[src/hdl/wir_pkg.sv]
// wir_pkg: constants, types and helpers shared by the wireless io repeater
// What this block does
// link id zero: pin stays input, its level is never sent or used
// negative link id: pin is input, its level goes into outgoing packets
// positive link id: pin is output, fed by remote input with negated id
// own inputs never drive own outputs, only received entries do
// output follows the linked remote level, high for high, low for low
// with any input configured, send one packet every 7 to 10 ms
// good received packet updates every output whose id matches an entry
// fifteen pins: six of port 0, eight of port 1, one of port 2
// every output drives low after reset until a packet changes it
// one input may feed any number of outputs sharing one id
// integrator keeps input ids unique across units
// channel setting 0 to 255, default 128, peers must match
// link id held per pin, addressed by port and pin number
// host serial port carries no payload, only a bootloader request
// entries matching no local output are dropped without effect
package wir_pkg;

    localparam int NPINS = 15;

    // register byte addresses
    localparam logic [7:0] ADR_CHANNEL = 8'h00;
    localparam logic [7:0] ADR_OUT = 8'h04;
    localparam logic [7:0] ADR_IN = 8'h08;
    localparam logic [7:0] ADR_LINK_BASE = 8'h40;
    localparam logic [4:0] PIN_NONE = 5'h1f;

    // reset values: pin 0 is input -1, pin 14 is output 1
    localparam logic [7:0] CHANNEL_RST = 8'h80;
    localparam logic [NPINS*8-1:0] LINK_RST = {8'h01, {13{8'h00}}, 8'hff};
    localparam logic [15:0] LFSR_RST = 16'hace1;
    localparam logic [NPINS:0] SYNC_RST = 16'h7fff;

    // timing
    localparam int CLK_NS = 10;
    localparam int TICK_NS = 1000;
    localparam int TICK_CYC = TICK_NS / CLK_NS;
    localparam int TX_MIN_MS = 7;
    localparam int TX_MAX_MS = 10;
    localparam int TX_MIN_TICKS = TX_MIN_MS * 1000000 / TICK_NS;
    localparam int TX_SPAN_TICKS = (TX_MAX_MS - TX_MIN_MS) * 1000000 / TICK_NS;

    localparam int FIFO_DEPTH = 8;

    // one byte of a radio frame with its end marker
    typedef struct packed {
        logic last;
        logic [7:0] data;
    } wir_byte_t;

    localparam int BYTE_W = $bits(wir_byte_t);

    typedef enum logic [1:0] {
        TX_IDLE = 2'b00,
        TX_CHAN = 2'b01,
        TX_COUNT = 2'b10,
        TX_ENTRY = 2'b11
    } wir_tx_state_t;

    // map port*8+pin to pin slot, PIN_NONE where no pin exists
    function automatic logic [4:0] wir_pin_of(input logic [5:0] idx);
        if (idx < 6'd6)
            return {1'b0, idx[3:0]};
        else if (idx >= 6'd8 && idx < 6'd16)
            return 5'(idx - 6'd2);
        else if (idx == 6'd17)
            return 5'd14;
        else
            return PIN_NONE;
    endfunction

endpackage

[src/hdl/wir_sync3.sv]
// wir_sync3: three-stage input synchroniser with agreement filter
`timescale 1ns/1ps
`default_nettype none
module wir_sync3 #(
    parameter int W = 1,
    parameter logic [W-1:0] RST = '0
) (
    input wire logic clk_i,
    input wire logic rst_i,
    input wire logic [W-1:0] d_i,
    output logic [W-1:0] q_o
);
    logic [W-1:0] s1_q;
    logic [W-1:0] s2_q;
    logic [W-1:0] s3_q;

    // s1 only feeds s2, so metastability never reaches logic
    always_ff @(posedge clk_i) begin
        if (rst_i) begin
            s1_q <= RST;
            s2_q <= RST;
            s3_q <= RST;
        end else begin
            s1_q <= d_i;
            s2_q <= s1_q;
            s3_q <= s2_q;
        end
    end

    // a bit moves only when stages two and three agree
    always_ff @(posedge clk_i) begin
        if (rst_i) begin
            q_o <= RST;
        end else begin
            q_o <= (s2_q & s3_q) | (q_o & (s2_q ^ s3_q));
        end
    end
endmodule // wir_sync3
`default_nettype wire

[src/hdl/wir_fifo.sv]
// wir_fifo: byte fifo with registered head for the transmit path
`timescale 1ns/1ps
`default_nettype none
module wir_fifo #(
    parameter int W = 9,
    parameter int DEPTH = 8
) (
    input wire logic clk_i,
    input wire logic rst_i,
    input wire logic in_valid_i,
    output logic in_ready_o,
    input wire logic [W-1:0] in_data_i,
    output logic out_valid_o,
    input wire logic out_ready_i,
    output logic [W-1:0] out_data_o
);
    localparam int AW = $clog2(DEPTH);
    localparam logic [AW:0] FULL = (AW+1)'(DEPTH);

    logic [W-1:0] mem_q [DEPTH];
    logic [AW-1:0] wr_q;
    logic [AW-1:0] rd_q;
    logic [AW:0] cnt_q;
    logic push;
    logic load;

    // head register counts as one extra slot beyond the array
    assign in_ready_o = (cnt_q != FULL);
    assign push = in_valid_i && in_ready_o;
    assign load = (cnt_q != '0) && (!out_valid_o || out_ready_i);

    // storage, no reset needed on data
    always_ff @(posedge clk_i) begin
        if (push) begin
            mem_q[wr_q] <= in_data_i;
        end
    end

    // pointers and fill level
    always_ff @(posedge clk_i) begin
        if (rst_i) begin
            wr_q <= '0;
            rd_q <= '0;
            cnt_q <= '0;
        end else begin
            if (push) wr_q <= wr_q + 1'b1;
            if (load) rd_q <= rd_q + 1'b1;
            cnt_q <= cnt_q + (AW+1)'(push) - (AW+1)'(load);
        end
    end

    // output stage keeps outputs straight from flip-flops
    always_ff @(posedge clk_i) begin
        if (rst_i) begin
            out_valid_o <= 1'b0;
            out_data_o <= '0;
        end else if (load) begin
            out_valid_o <= 1'b1;
            out_data_o <= mem_q[rd_q];
        end else if (out_ready_i) begin
            out_valid_o <= 1'b0;
        end
    end
endmodule // wir_fifo
`default_nettype wire

[src/hdl/wir_repeater.sv]
// wir_repeater: wireless io repeater core with wishbone registers
//
// Implementation choices: the Wishbone register port and the address map.
`timescale 1ns/1ps
`default_nettype none
module wir_repeater
    import wir_pkg::*;
#(
    parameter int TX_MIN_TICKS_P = TX_MIN_TICKS,
    parameter int TX_SPAN_TICKS_P = TX_SPAN_TICKS
) (
    input wire logic clk_i,
    input wire logic rst_i,
    // wishbone classic slave
    input wire logic wb_cyc_i,
    input wire logic wb_stb_i,
    input wire logic wb_we_i,
    input wire logic [7:0] wb_adr_i,
    input wire logic [31:0] wb_dat_i,
    input wire logic [3:0] wb_sel_i,
    output logic [31:0] wb_dat_o,
    output logic wb_ack_o,
    // general pins
    input wire logic [NPINS-1:0] pin_in_i,
    output logic [NPINS-1:0] pin_out_o,
    output logic [NPINS-1:0] pin_oe_o,
    // radio link
    output logic [7:0] channel_o,
    output logic tx_valid_o,
    output wir_byte_t tx_byte_o,
    input wire logic tx_ready_i,
    input wire logic rx_valid_i,
    input wire wir_byte_t rx_byte_i,
    input wire logic rx_good_i,
    // host serial side
    input wire logic host_boot_req_i,
    output logic boot_req_o
);
    logic [NPINS:0] sync_lvl;
    logic [NPINS-1:0] lvl;
    logic [7:0] link_q [NPINS];
    logic [7:0] channel_q;
    logic [NPINS-1:0] is_in;
    logic [NPINS-1:0] is_out;
    logic [NPINS-1:0] out_q;
    logic [NPINS-1:0] out_d;
    logic [NPINS-1:0] oe_q;
    logic ack_q;
    logic [31:0] dat_q;
    logic wb_hit;
    logic [7:0] link_off;
    logic [4:0] link_pin;
    logic link_sel;
    logic [31:0] rd_data;
    logic [6:0] div_q;
    logic tick_q;
    logic [15:0] lfsr_q;
    logic [15:0] timer_q;
    logic fire;
    logic send_pend_q;
    wir_tx_state_t tx_state_q;
    logic [3:0] scan_q;
    logic [3:0] left_q;
    logic [NPINS-1:0] snap_in_q;
    logic [NPINS-1:0] snap_lvl_q;
    logic tx_start;
    logic fifo_wvalid;
    logic fifo_wready;
    wir_byte_t fifo_wdata;
    logic [3:0] in_count;
    logic [1:0] rx_pos_q;
    logic rx_bad_q;
    logic rx_bad_d;
    logic [7:0] rx_cnt_q;
    logic [3:0] rx_n_q;
    logic [3:0] rx_n_d;
    logic [7:0] ent_q [NPINS];
    logic apply_q;
    logic boot_q;

    // pins and boot request are asynchronous to clk_i
    wir_sync3 #(
        .W(NPINS + 1),
        .RST(SYNC_RST)
    ) u_sync (
        .clk_i(clk_i),
        .rst_i(rst_i),
        .d_i({host_boot_req_i, pin_in_i}),
        .q_o(sync_lvl)
    );
    assign lvl = sync_lvl[NPINS-1:0];

    // pin roles from the sign of each link id
    always_comb begin
        for (int i = 0; i < NPINS; i++) begin
            is_in[i] = link_q[i][7];
            is_out[i] = !link_q[i][7] && (link_q[i] != 8'h00);
        end
    end

    // number of inputs that go into a packet
    always_comb begin
        in_count = 4'h0;
        for (int i = 0; i < NPINS; i++) begin
            in_count = in_count + 4'(is_in[i]);
        end
    end

    // address decode: link ids sit at base + 4*(port*8+pin)
    assign wb_hit = wb_cyc_i && wb_stb_i && !ack_q;
    assign link_off = wb_adr_i - ADR_LINK_BASE;
    assign link_pin = wir_pin_of(link_off[7:2]);
    assign link_sel = (wb_adr_i >= ADR_LINK_BASE) && (wb_adr_i[1:0] == 2'b00)
                      && (link_pin != PIN_NONE);

    // read mux, unmapped words read zero
    always_comb begin
        rd_data = 32'h0000_0000;
        if (link_sel) begin
            rd_data = {24'h00_0000, link_q[link_pin[3:0]]};
        end else if (wb_adr_i == ADR_CHANNEL) begin
            rd_data = {24'h00_0000, channel_q};
        end else if (wb_adr_i == ADR_OUT) begin
            rd_data = {17'h0_0000, out_q};
        end else if (wb_adr_i == ADR_IN) begin
            rd_data = {17'h0_0000, lvl};
        end
    end

    // one-cycle ack, dropped the cycle after; every address answers
    always_ff @(posedge clk_i) begin
        if (rst_i) begin
            ack_q <= 1'b0;
            dat_q <= 32'h0000_0000;
        end else begin
            ack_q <= wb_hit;
            if (wb_hit) dat_q <= rd_data;
        end
    end
    assign wb_ack_o = ack_q;
    assign wb_dat_o = dat_q;

    // software settings, only byte lane 0 carries data
    always_ff @(posedge clk_i) begin
        if (rst_i) begin
            channel_q <= CHANNEL_RST;
            for (int i = 0; i < NPINS; i++) begin
                link_q[i] <= LINK_RST[i*8 +: 8];
            end
        end else if (wb_hit && wb_we_i && wb_sel_i[0]) begin
            if (link_sel) begin
                link_q[link_pin[3:0]] <= wb_dat_i[7:0];
            end else if (wb_adr_i == ADR_CHANNEL) begin
                channel_q <= wb_dat_i[7:0];
            end
        end
    end

    // microsecond tick from the system clock
    always_ff @(posedge clk_i) begin
        if (rst_i) begin
            div_q <= 7'h00;
            tick_q <= 1'b0;
        end else begin
            tick_q <= (div_q == 7'(TICK_CYC - 1));
            div_q <= (div_q == 7'(TICK_CYC - 1)) ? 7'h00 : div_q + 7'h01;
        end
    end

    // free-running lfsr spreads packets so two units never lock in step
    always_ff @(posedge clk_i) begin
        if (rst_i) begin
            lfsr_q <= LFSR_RST;
        end else begin
            lfsr_q <= {lfsr_q[14:0], lfsr_q[15] ^ lfsr_q[13] ^ lfsr_q[12] ^ lfsr_q[10]};
        end
    end

    // send interval: min ticks plus a random share of the span
    assign fire = tick_q && (timer_q == 16'h0000);
    always_ff @(posedge clk_i) begin
        if (rst_i) begin
            timer_q <= 16'(TX_MIN_TICKS_P - 1);
        end else if (fire) begin
            timer_q <= 16'(TX_MIN_TICKS_P - 1 + (int'(lfsr_q) % TX_SPAN_TICKS_P));
        end else if (tick_q) begin
            timer_q <= timer_q - 16'h0001;
        end
    end

    // pending send; a new interval end wins over the clear
    assign tx_start = (tx_state_q == TX_IDLE) && send_pend_q;
    always_ff @(posedge clk_i) begin
        if (rst_i) begin
            send_pend_q <= 1'b0;
        end else if (fire) begin
            send_pend_q <= 1'b1;
        end else if (tx_start) begin
            send_pend_q <= 1'b0;
        end
    end

    // bytes offered to the fifo; disabled pins are skipped
    always_comb begin
        fifo_wvalid = 1'b0;
        fifo_wdata = '0;
        unique case (tx_state_q)
            TX_IDLE: begin
                fifo_wvalid = 1'b0;
            end
            TX_CHAN: begin
                fifo_wvalid = 1'b1;
                fifo_wdata = '{last: 1'b0, data: channel_q};
            end
            TX_COUNT: begin
                fifo_wvalid = 1'b1;
                fifo_wdata = '{last: 1'b0, data: {4'h0, left_q}};
            end
            TX_ENTRY: begin
                fifo_wvalid = snap_in_q[scan_q];
                fifo_wdata.last = (left_q == 4'h1);
                fifo_wdata.data = {snap_lvl_q[scan_q], 7'(8'h00 - link_q[scan_q])};
            end
        endcase
    end

    // packet builder: channel, count, one byte per input pin
    always_ff @(posedge clk_i) begin
        if (rst_i) begin
            tx_state_q <= TX_IDLE;
            scan_q <= 4'h0;
            left_q <= 4'h0;
            snap_in_q <= '0;
            snap_lvl_q <= '0;
        end else begin
            unique case (tx_state_q)
                TX_IDLE: begin
                    if (tx_start && (in_count != 4'h0)) begin
                        snap_in_q <= is_in;
                        snap_lvl_q <= lvl;
                        left_q <= in_count;
                        scan_q <= 4'h0;
                        tx_state_q <= TX_CHAN;
                    end
                end
                TX_CHAN: begin
                    if (fifo_wready) tx_state_q <= TX_COUNT;
                end
                TX_COUNT: begin
                    if (fifo_wready) tx_state_q <= TX_ENTRY;
                end
                TX_ENTRY: begin
                    if (!snap_in_q[scan_q]) begin
                        scan_q <= scan_q + 4'h1;
                    end else if (fifo_wready) begin
                        scan_q <= scan_q + 4'h1;
                        left_q <= left_q - 4'h1;
                        if (left_q == 4'h1) tx_state_q <= TX_IDLE;
                    end
                end
            endcase
        end
    end

    // fifo stalls the builder when the radio is slow to drain
    wir_fifo #(
        .W(BYTE_W),
        .DEPTH(FIFO_DEPTH)
    ) u_fifo (
        .clk_i(clk_i),
        .rst_i(rst_i),
        .in_valid_i(fifo_wvalid),
        .in_ready_o(fifo_wready),
        .in_data_i(fifo_wdata),
        .out_valid_o(tx_valid_o),
        .out_ready_i(tx_ready_i),
        .out_data_o(tx_byte_o)
    );

    // receive checks: channel match, sane count, no overflow
    always_comb begin
        rx_bad_d = rx_bad_q;
        rx_n_d = rx_n_q;
        unique case (rx_pos_q)
            2'd0: begin
                rx_bad_d = (rx_byte_i.data != channel_q);
                rx_n_d = 4'h0;
            end
            2'd1: rx_bad_d = rx_bad_q || (rx_byte_i.data > 8'(NPINS));
            default: begin
                rx_bad_d = rx_bad_q || (rx_n_q == 4'(NPINS));
                rx_n_d = rx_n_q + 4'h1;
            end
        endcase
    end

    // collect entries; nothing applies until the whole frame is good
    always_ff @(posedge clk_i) begin
        if (rst_i) begin
            rx_pos_q <= 2'd0;
            rx_bad_q <= 1'b0;
            rx_cnt_q <= 8'h00;
            rx_n_q <= 4'h0;
            apply_q <= 1'b0;
        end else begin
            apply_q <= 1'b0;
            if (rx_valid_i) begin
                rx_bad_q <= rx_bad_d;
                rx_n_q <= rx_n_d;
                if (rx_pos_q == 2'd1) rx_cnt_q <= rx_byte_i.data;
                if (rx_pos_q == 2'd2 && !rx_bad_d) ent_q[rx_n_q] <= rx_byte_i.data;
                if (rx_byte_i.last) begin
                    rx_pos_q <= 2'd0;
                    apply_q <= rx_good_i && !rx_bad_d && (rx_pos_q == 2'd2)
                               && ({4'h0, rx_n_d} == rx_cnt_q);
                end else if (rx_pos_q != 2'd2) begin
                    rx_pos_q <= rx_pos_q + 2'd1;
                end
            end
        end
    end

    // apply entries; later entries win, unmatched ones change nothing
    always_comb begin
        out_d = out_q;
        for (int e = 0; e < NPINS; e++) begin
            for (int p = 0; p < NPINS; p++) begin
                if ((4'(e) < rx_n_q) && is_out[p]
                    && (link_q[p][6:0] == ent_q[e][6:0])) begin
                    out_d[p] = ent_q[e][7];
                end
            end
        end
    end

    // outputs only ever come from received entries, never local inputs
    always_ff @(posedge clk_i) begin
        if (rst_i) begin
            out_q <= '0;
            oe_q <= '0;
        end else begin
            oe_q <= is_out;
            if (apply_q) out_q <= out_d;
        end
    end
    assign pin_out_o = out_q;
    assign pin_oe_o = oe_q;

    // host port is a bootloader request only, no data path
    always_ff @(posedge clk_i) begin
        if (rst_i) begin
            boot_q <= 1'b0;
        end else if (sync_lvl[NPINS]) begin
            boot_q <= 1'b1;
        end
    end
    assign boot_req_o = boot_q;
    assign channel_o = channel_q;

endmodule // wir_repeater
`default_nettype wire

[config.mk]
export PLATFORM = sky130hd
export DESIGN_NAME = wir_repeater
export DESIGN_NICKNAME = d
export VERILOG_FILES = /design/src/hdl/wir_pkg.sv /design/src/hdl/wir_sync3.sv /design/src/hdl/wir_fifo.sv /design/src/hdl/wir_repeater.sv
export SDC_FILE = /design/constraint.sdc
export NUM_CORES = 2
export LEC_CHECK = 0
export BUFFER_PORTS_ARGS = -buffer_cell sky130_fd_sc_hd__buf_2
export CAP_MARGIN = 0
export CORE_ASPECT_RATIO = 0.5
export CORE_MARGIN = 2
export CORE_UTILIZATION = 65
export DETAILED_ROUTE_END_ITERATION = 12
export PLACE_DENSITY = 0.83
export SETUP_SLACK_MARGIN = 0.05
export SYNTH_ARGS = -nofsm -noshare
export SYNTH_HDL_FRONTEND = slang
export SYNTH_SLANG_ARGS = --single-unit
export TNS_END_PERCENT = 1
[constraint.sdc]
create_clock -name clk_i -period 17.6 [get_ports clk_i]
set_input_delay 2.64 -clock clk_i [delete_from_list [all_inputs] [get_ports clk_i]]
set_output_delay 2.64 -clock clk_i [all_outputs]
set_load 0.005 [all_outputs]
# Yosys cells after proc, flatten, opt, wreduce, memory -nomap -nowiden
# Memory sizes are Yosys's and may differ from the RTL's. A register that Yosys moved wholly into a read port is not among the register bits.
# Index checks and enable logic that the tools add are counted.
# Widths: inputs -> output; s select.
# word_totals
input_bits	77
ff_bits	244
memories	3
mem_bits_rw	312
mem_bits_ro	0
latch_bits	0
# memory_table
name	words	width	read_ports	rd_ports_with_merged_regs	write_ports	line	source
ent_q	15	8	15	0	1	wir_repeater.sv:77	logic [7:0] ent_q [NPINS];
link_q	15	8	17	1	15	wir_repeater.sv:41	logic [7:0] link_q [NPINS];
u_fifo.mem_q	8	9	1	1	1	wir_fifo.sv:20	logic [W-1:0] mem_q [DEPTH];
# op_classes
n_addsub	28
n_eq_ne	248
n_shift	0
n_bitwise	10
order_cmp	21
n_div	1
multipliers	0
n_reduce_logical	570
muxes	280
# ops
cell	count
$eq 7x7->1	225
$logic_and 1x1->1	481
$mux 1	244
$reduce_bool 15->1	15
$reduce_bool 8->1	15
$mux 15	4
$add 4x1->4	12
$mux 4	9
$reduce_and 2->1	18
$and 16x16->16	2
$mod 17x13->32 const B	1
$mux 16	2
$lt 4x4->1 const A	7
$pmux 9 s3	1
$pmux 4 s2	3
$logic_not 1->1	18
$add 14x16->16 const A	1
$logic_not 16->1	1
$lt 3x4->1 const A	4
$mux 2	8
$or 16x16->16	1
$sub 16x1->16 const B	1
$xor 16x16->16	1
$mux 5	3
53 further kinds	81

# Depth between registers and ports, before layout
# An unclocked memory read counts as a cell.
# depth
word_depth	21
depth_mapped	24
mapped_depth_nobuf	19

# Modules after synthesis
# Synthesis repeated with hierarchy kept, for this count alone.
# hier_totals
hier_cells	5507
hier_area_um2	48730.5
# by_module_without_submodules
module	cells_per_inst	n_inst	seq_area_each_um2	area_per_inst_um2
wir_repeater	5127	1	10570.1	43100.1
wir_fifo	228	1	2562.5	3654.8
wir_sync3	152	1	1281.2	1975.6

# Worst setup path after synthesis
# OpenSTA, ideal clock, no wires.
# synth_timing
path_type	input to register
from	input port wb_adr_i[5]
to	memory link_q[13][0] (enable)
arrival_time_ps	5459
setup_ps	310
setup_slack_ps	11831
stages	11
path_cell_list	clkbuf_1 > nor4b_1 > nand3_1 > o21ai_0 > nand2b_1 > a221oi_1 > a2111oi_0 > nor3b_1 > nand2_1 > nor3_1 > or2_2
# synth_lines
item	line	source
from (decl)	wir_repeater.sv:18	input wire logic [7:0] wb_adr_i,
to (decl)	wir_repeater.sv:41	

# Final worst setup path
# layout_timing
from	register lfsr_q[14]
to	register timer_q[15]
# layout_via
elab_chain_len	3
# layout_lines
item	line	source
from (decl)	wir_repeater.sv:57	logic [15:0] lfsr_q;
from (signal assigned)	wir_repeater.sv:175	lfsr_q <= {lfsr_q[14:0], lfsr_q[15] ^ lfsr_q[13] ^ lfsr_q[12] ^ lfsr_q[10]};
$mod 17x13->32	wir_repeater.sv:185	timer_q <= 16'(TX_MIN_TICKS_P - 1 + (int'(lfsr_q) % TX_SPAN_TICKS_P));
$add 14x16->16	wir_repeater.sv:185	
$mux 16	wir_repeater.sv:184	end else if (fire) begin
to (signal assigned)	wir_repeater.sv:183	timer_q <= 16'(TX_MIN_TICKS_P - 1);
to (signal assigned)	wir_repeater.sv:185	
to (signal assigned)	wir_repeater.sv:187	timer_q <= timer_q - 16'h0001;
to (decl)	wir_repeater.sv:58	logic [15:0] timer_q;
# Every way passes these cells.
# A chain may end at the register's enable or synchronous reset.

==> out/qor.txt <==
Status = complete, but fails checks
Violated checks = capacitance limit, slew limit
Largest register FFs = 128
Mapped Cells = 5526
Htree depth = 2
Top_reg_cell synth = edfxtp_1
Clock Root Buffer = clkbuf_16
Synth Area in Simple Gates = 19.0%
Post-route setup slack = 10.46 ns
Pwr/cell area = 71.3 nW/um2
Synth area leader = edfxtp_1
Max-slew headroom = -9.65%
GPL Wtd Cong = 1.07
Critical path's slowest cell = a31oi_1
Maximum vdd drop = 85.1 uV
Fmax = 0.140 GHz
Die area = 77100 um2
R2R Path End = timer_q[15]
Leak = 18.2 nW
CP delay by family, top = compound AO/OA/AOI/OAI gates
Area fraction in compound gates after synthesis = 8.68%
Max cap viols = 1
Unrepaired setup endpoints after global routing = no
CTS Hold Buffers Added = 0
Multi-input gate area = 31600 um2
Cell Chain, Critical Path = a31oi_1 > nor2_1 > ha_1 > or4_1 > nand4_1 > a21oi_1 > buf_4 > a21oi_1 > o21a_1 > o31ai_1 > or3_1 > o32a_1 > o22ai_1 > nor2_1 > nor4_2 > mux2_1 > o22ai_1 > a21oi_4 > o31a_1 > o31a_1
Regs by FF count = link_q: 128 flops, ent_q: 120 flops, u_fifo.mem_q: 72 flops
Pins Over Slew Limit = 4
Synthesis-to-layout area growth = 6.07%
Yosys cell types = 106
Worst Path Required = 18.16 ns
Post-route design area = 51600 um2
Fraction of layout cells with a size suffix above 1 = 11.6%
Final HPWL DP = 135000 um
Largest family of logic cells by synthesized area = XOR/XNOR gates
Worst Setup SP = lfsr_q[14]
First-pass iteration count of the detailed router = 9
WL/cell = 30.8 um
CTS Buf Count = 50
Crit path launch type = flip-flop
Nets = 5471
Cell Area, Synth = 48600 um2
Total grt overflow = 0
Flops & latches, synth = 560
Drt first-iter violations = 7651
Hold Vio Cnt, Final = 0
Flop-to-flop setup slack = 10.46 ns
Core ar. = 73600 um2
Clock sink count = 560
Largest reg by FF count = link_q
Share of flip-flops with an asynchronous set or reset = 0%
Die height = 197 um
Syn avg cell area = 8.80 um2
Crit Path Class = reg -> reg
Post-CTS Resized = 0
Final hold slack = 0.411 ns
FF+latch area = 14400 um2
Sequential fraction of the synthesis area = 29.6%
Setup-failing EPs final = 0
Top Ports = 159
Starting Density = 66.1%
Largest net degree at the start of global routing = 123
Post-CTS Setup Bufs = 0
Synth Area in Adders = 1.91%
Placed cell count = 6251
Number of synthesized flops with an enable pin = 320
Setup Total Neg Slack = 0 ns
Worst setup EP type = flip-flop
Cell Count, Final, Fillers Out = 6346
Vias/cell = 7.14
Synth warnings = 0
TritonCTS clock tree = yes
Via count = 45300
Synth top area cells = edfxtp_1, xnor2_1, xor2_1
Clock skew = 0.0552 ns
Total wire length = 195000 um
Period minus WS final = 7.14 ns
Max Fanout on Critical Path = 19
Worst Reg-to-Reg Cells = 20
Global-route wire length before repair = 280000 um
Tightest Pin Transition = 1.63 ns
Post-DP Area = 49800 um2
Routed Antenna Nets = 0
Clk buf depth = 3
Crit. path cell count = 20
Clk slew on worst S/H paths = 0.07 ns
Post-synthesis mux area share = 5.62%
WP data arrival = 7.70 ns
Post-synth top area share = 19.8%
Reg2reg start = lfsr_q[14]
Overall routing resource usage = 49.2%
Initial antenna violation count = 5
DRC = 0
Worst slack, placed = 10.26 ns
Worst hold path type = reg -> reg
Count leader, synth = xnor2_1
Largest stage delay on the critical path = 0.86 ns
# fillers = 5641
Width of the die = 391 um
XOR/XNOR Fraction of Synth Area = 29.6%
Cell row count = 70
Top cells by instance count after synthesis = xnor2_1, xor2_1, clkbuf_1
Worst Path Buf+Inv = 1
Worst-skew pair later-pin latency = 0.67 ns
Vias in the first global route = 42600
CP Capture Point = timer_q[15]
Final Cycle Share = 40.6%
# port buffers = 114
==> placed cells by master, fill, tap and decap left out, drive strengths merged, types with 97 or more instances in the layout <==
cell type,count
a21oi,202
and2,122
buf,331
dfxtp,240
edfxtp,320
inv,97
nand2,350
nand3,159
nand4,189
nor2,303
nor3,185
nor4,229
o21ai,118
xnor2,877
xor2,766
==> metal layers <==
metal  global-route usage [%]  wire (um)
met1                     61.5      68400
met2                     69.4      77400
met3                     22.3      34800
met4                     28.9      14500
met5                     2.01        212
==> where the power goes <==
group / leakage [nW] / switching, mW / internal, mW
Sequential: 4.94 / 0.0675 / 1.42
Combinational: 12.4 / 0.605 / 0.405
Clock: 0.848 / 0.547 / 0.628
==> metrics by stage <==
stage | utilization [%] | power (mW)
2_1_floorplan | - | 2.23
3_3_place_gp | 67.7 | 2.46
3_5_place_dp | 67.7 | 2.49
4_1_cts | 70.1 | 3.64
5_1_grt | 70.1 | 3.80
6_report | 70.1 | 3.68
==> worst min-delay path by stage <==
stage,start,end,cells past startpoint
finish,u_sync.s1_q[4],u_sync.s2_q[4],1
global route,u_sync.s1_q[4],u_sync.s2_q[4],1
CTS,u_sync.s1_q[4],u_sync.s2_q[4],1
detailed placement,u_sync.s1_q[4],u_sync.s2_q[4],1
global placement,u_sync.s1_q[8],u_sync.s2_q[8],1
floorplan,u_sync.s1_q[0],u_sync.s2_q[0],1
==> worst register-to-register path: cells and delay by family, from the launching register on <==
kind	cells	cell delay, ns
buf+inv	1	0.20
fa+ha+maj	1	0.24
flops	1	0.53
simple gates	6	2.37
mux	1	0.43
compound gates	11	3.29
==> cells by family (layout without fill, tap and decap cells) <==
kind of cell	after synthesis	in the layout
other cells	1	19
fa+ha+maj	69	69
xor+xnor	1643	1643
simple gates	1782	1782
mux	155	155
buf+inv	687	517
compound gates	629	629
flops	560	560
==> final cells by class <==
type | count | area share [%]
Antenna cell | 2 | 0.00971
Clock buffer | 67 | 2.71
Clock inverter | 26 | 0.636
Inverter | 92 | 0.670
Multi-Input combinational cell | 4295 | 61.4
Sequential cell | 560 | 28.0
Tap cell | 972 | 2.36
Timing Repair Buffer | 332 | 4.30
No activity file was read; power rests on OpenSTA's default activity.
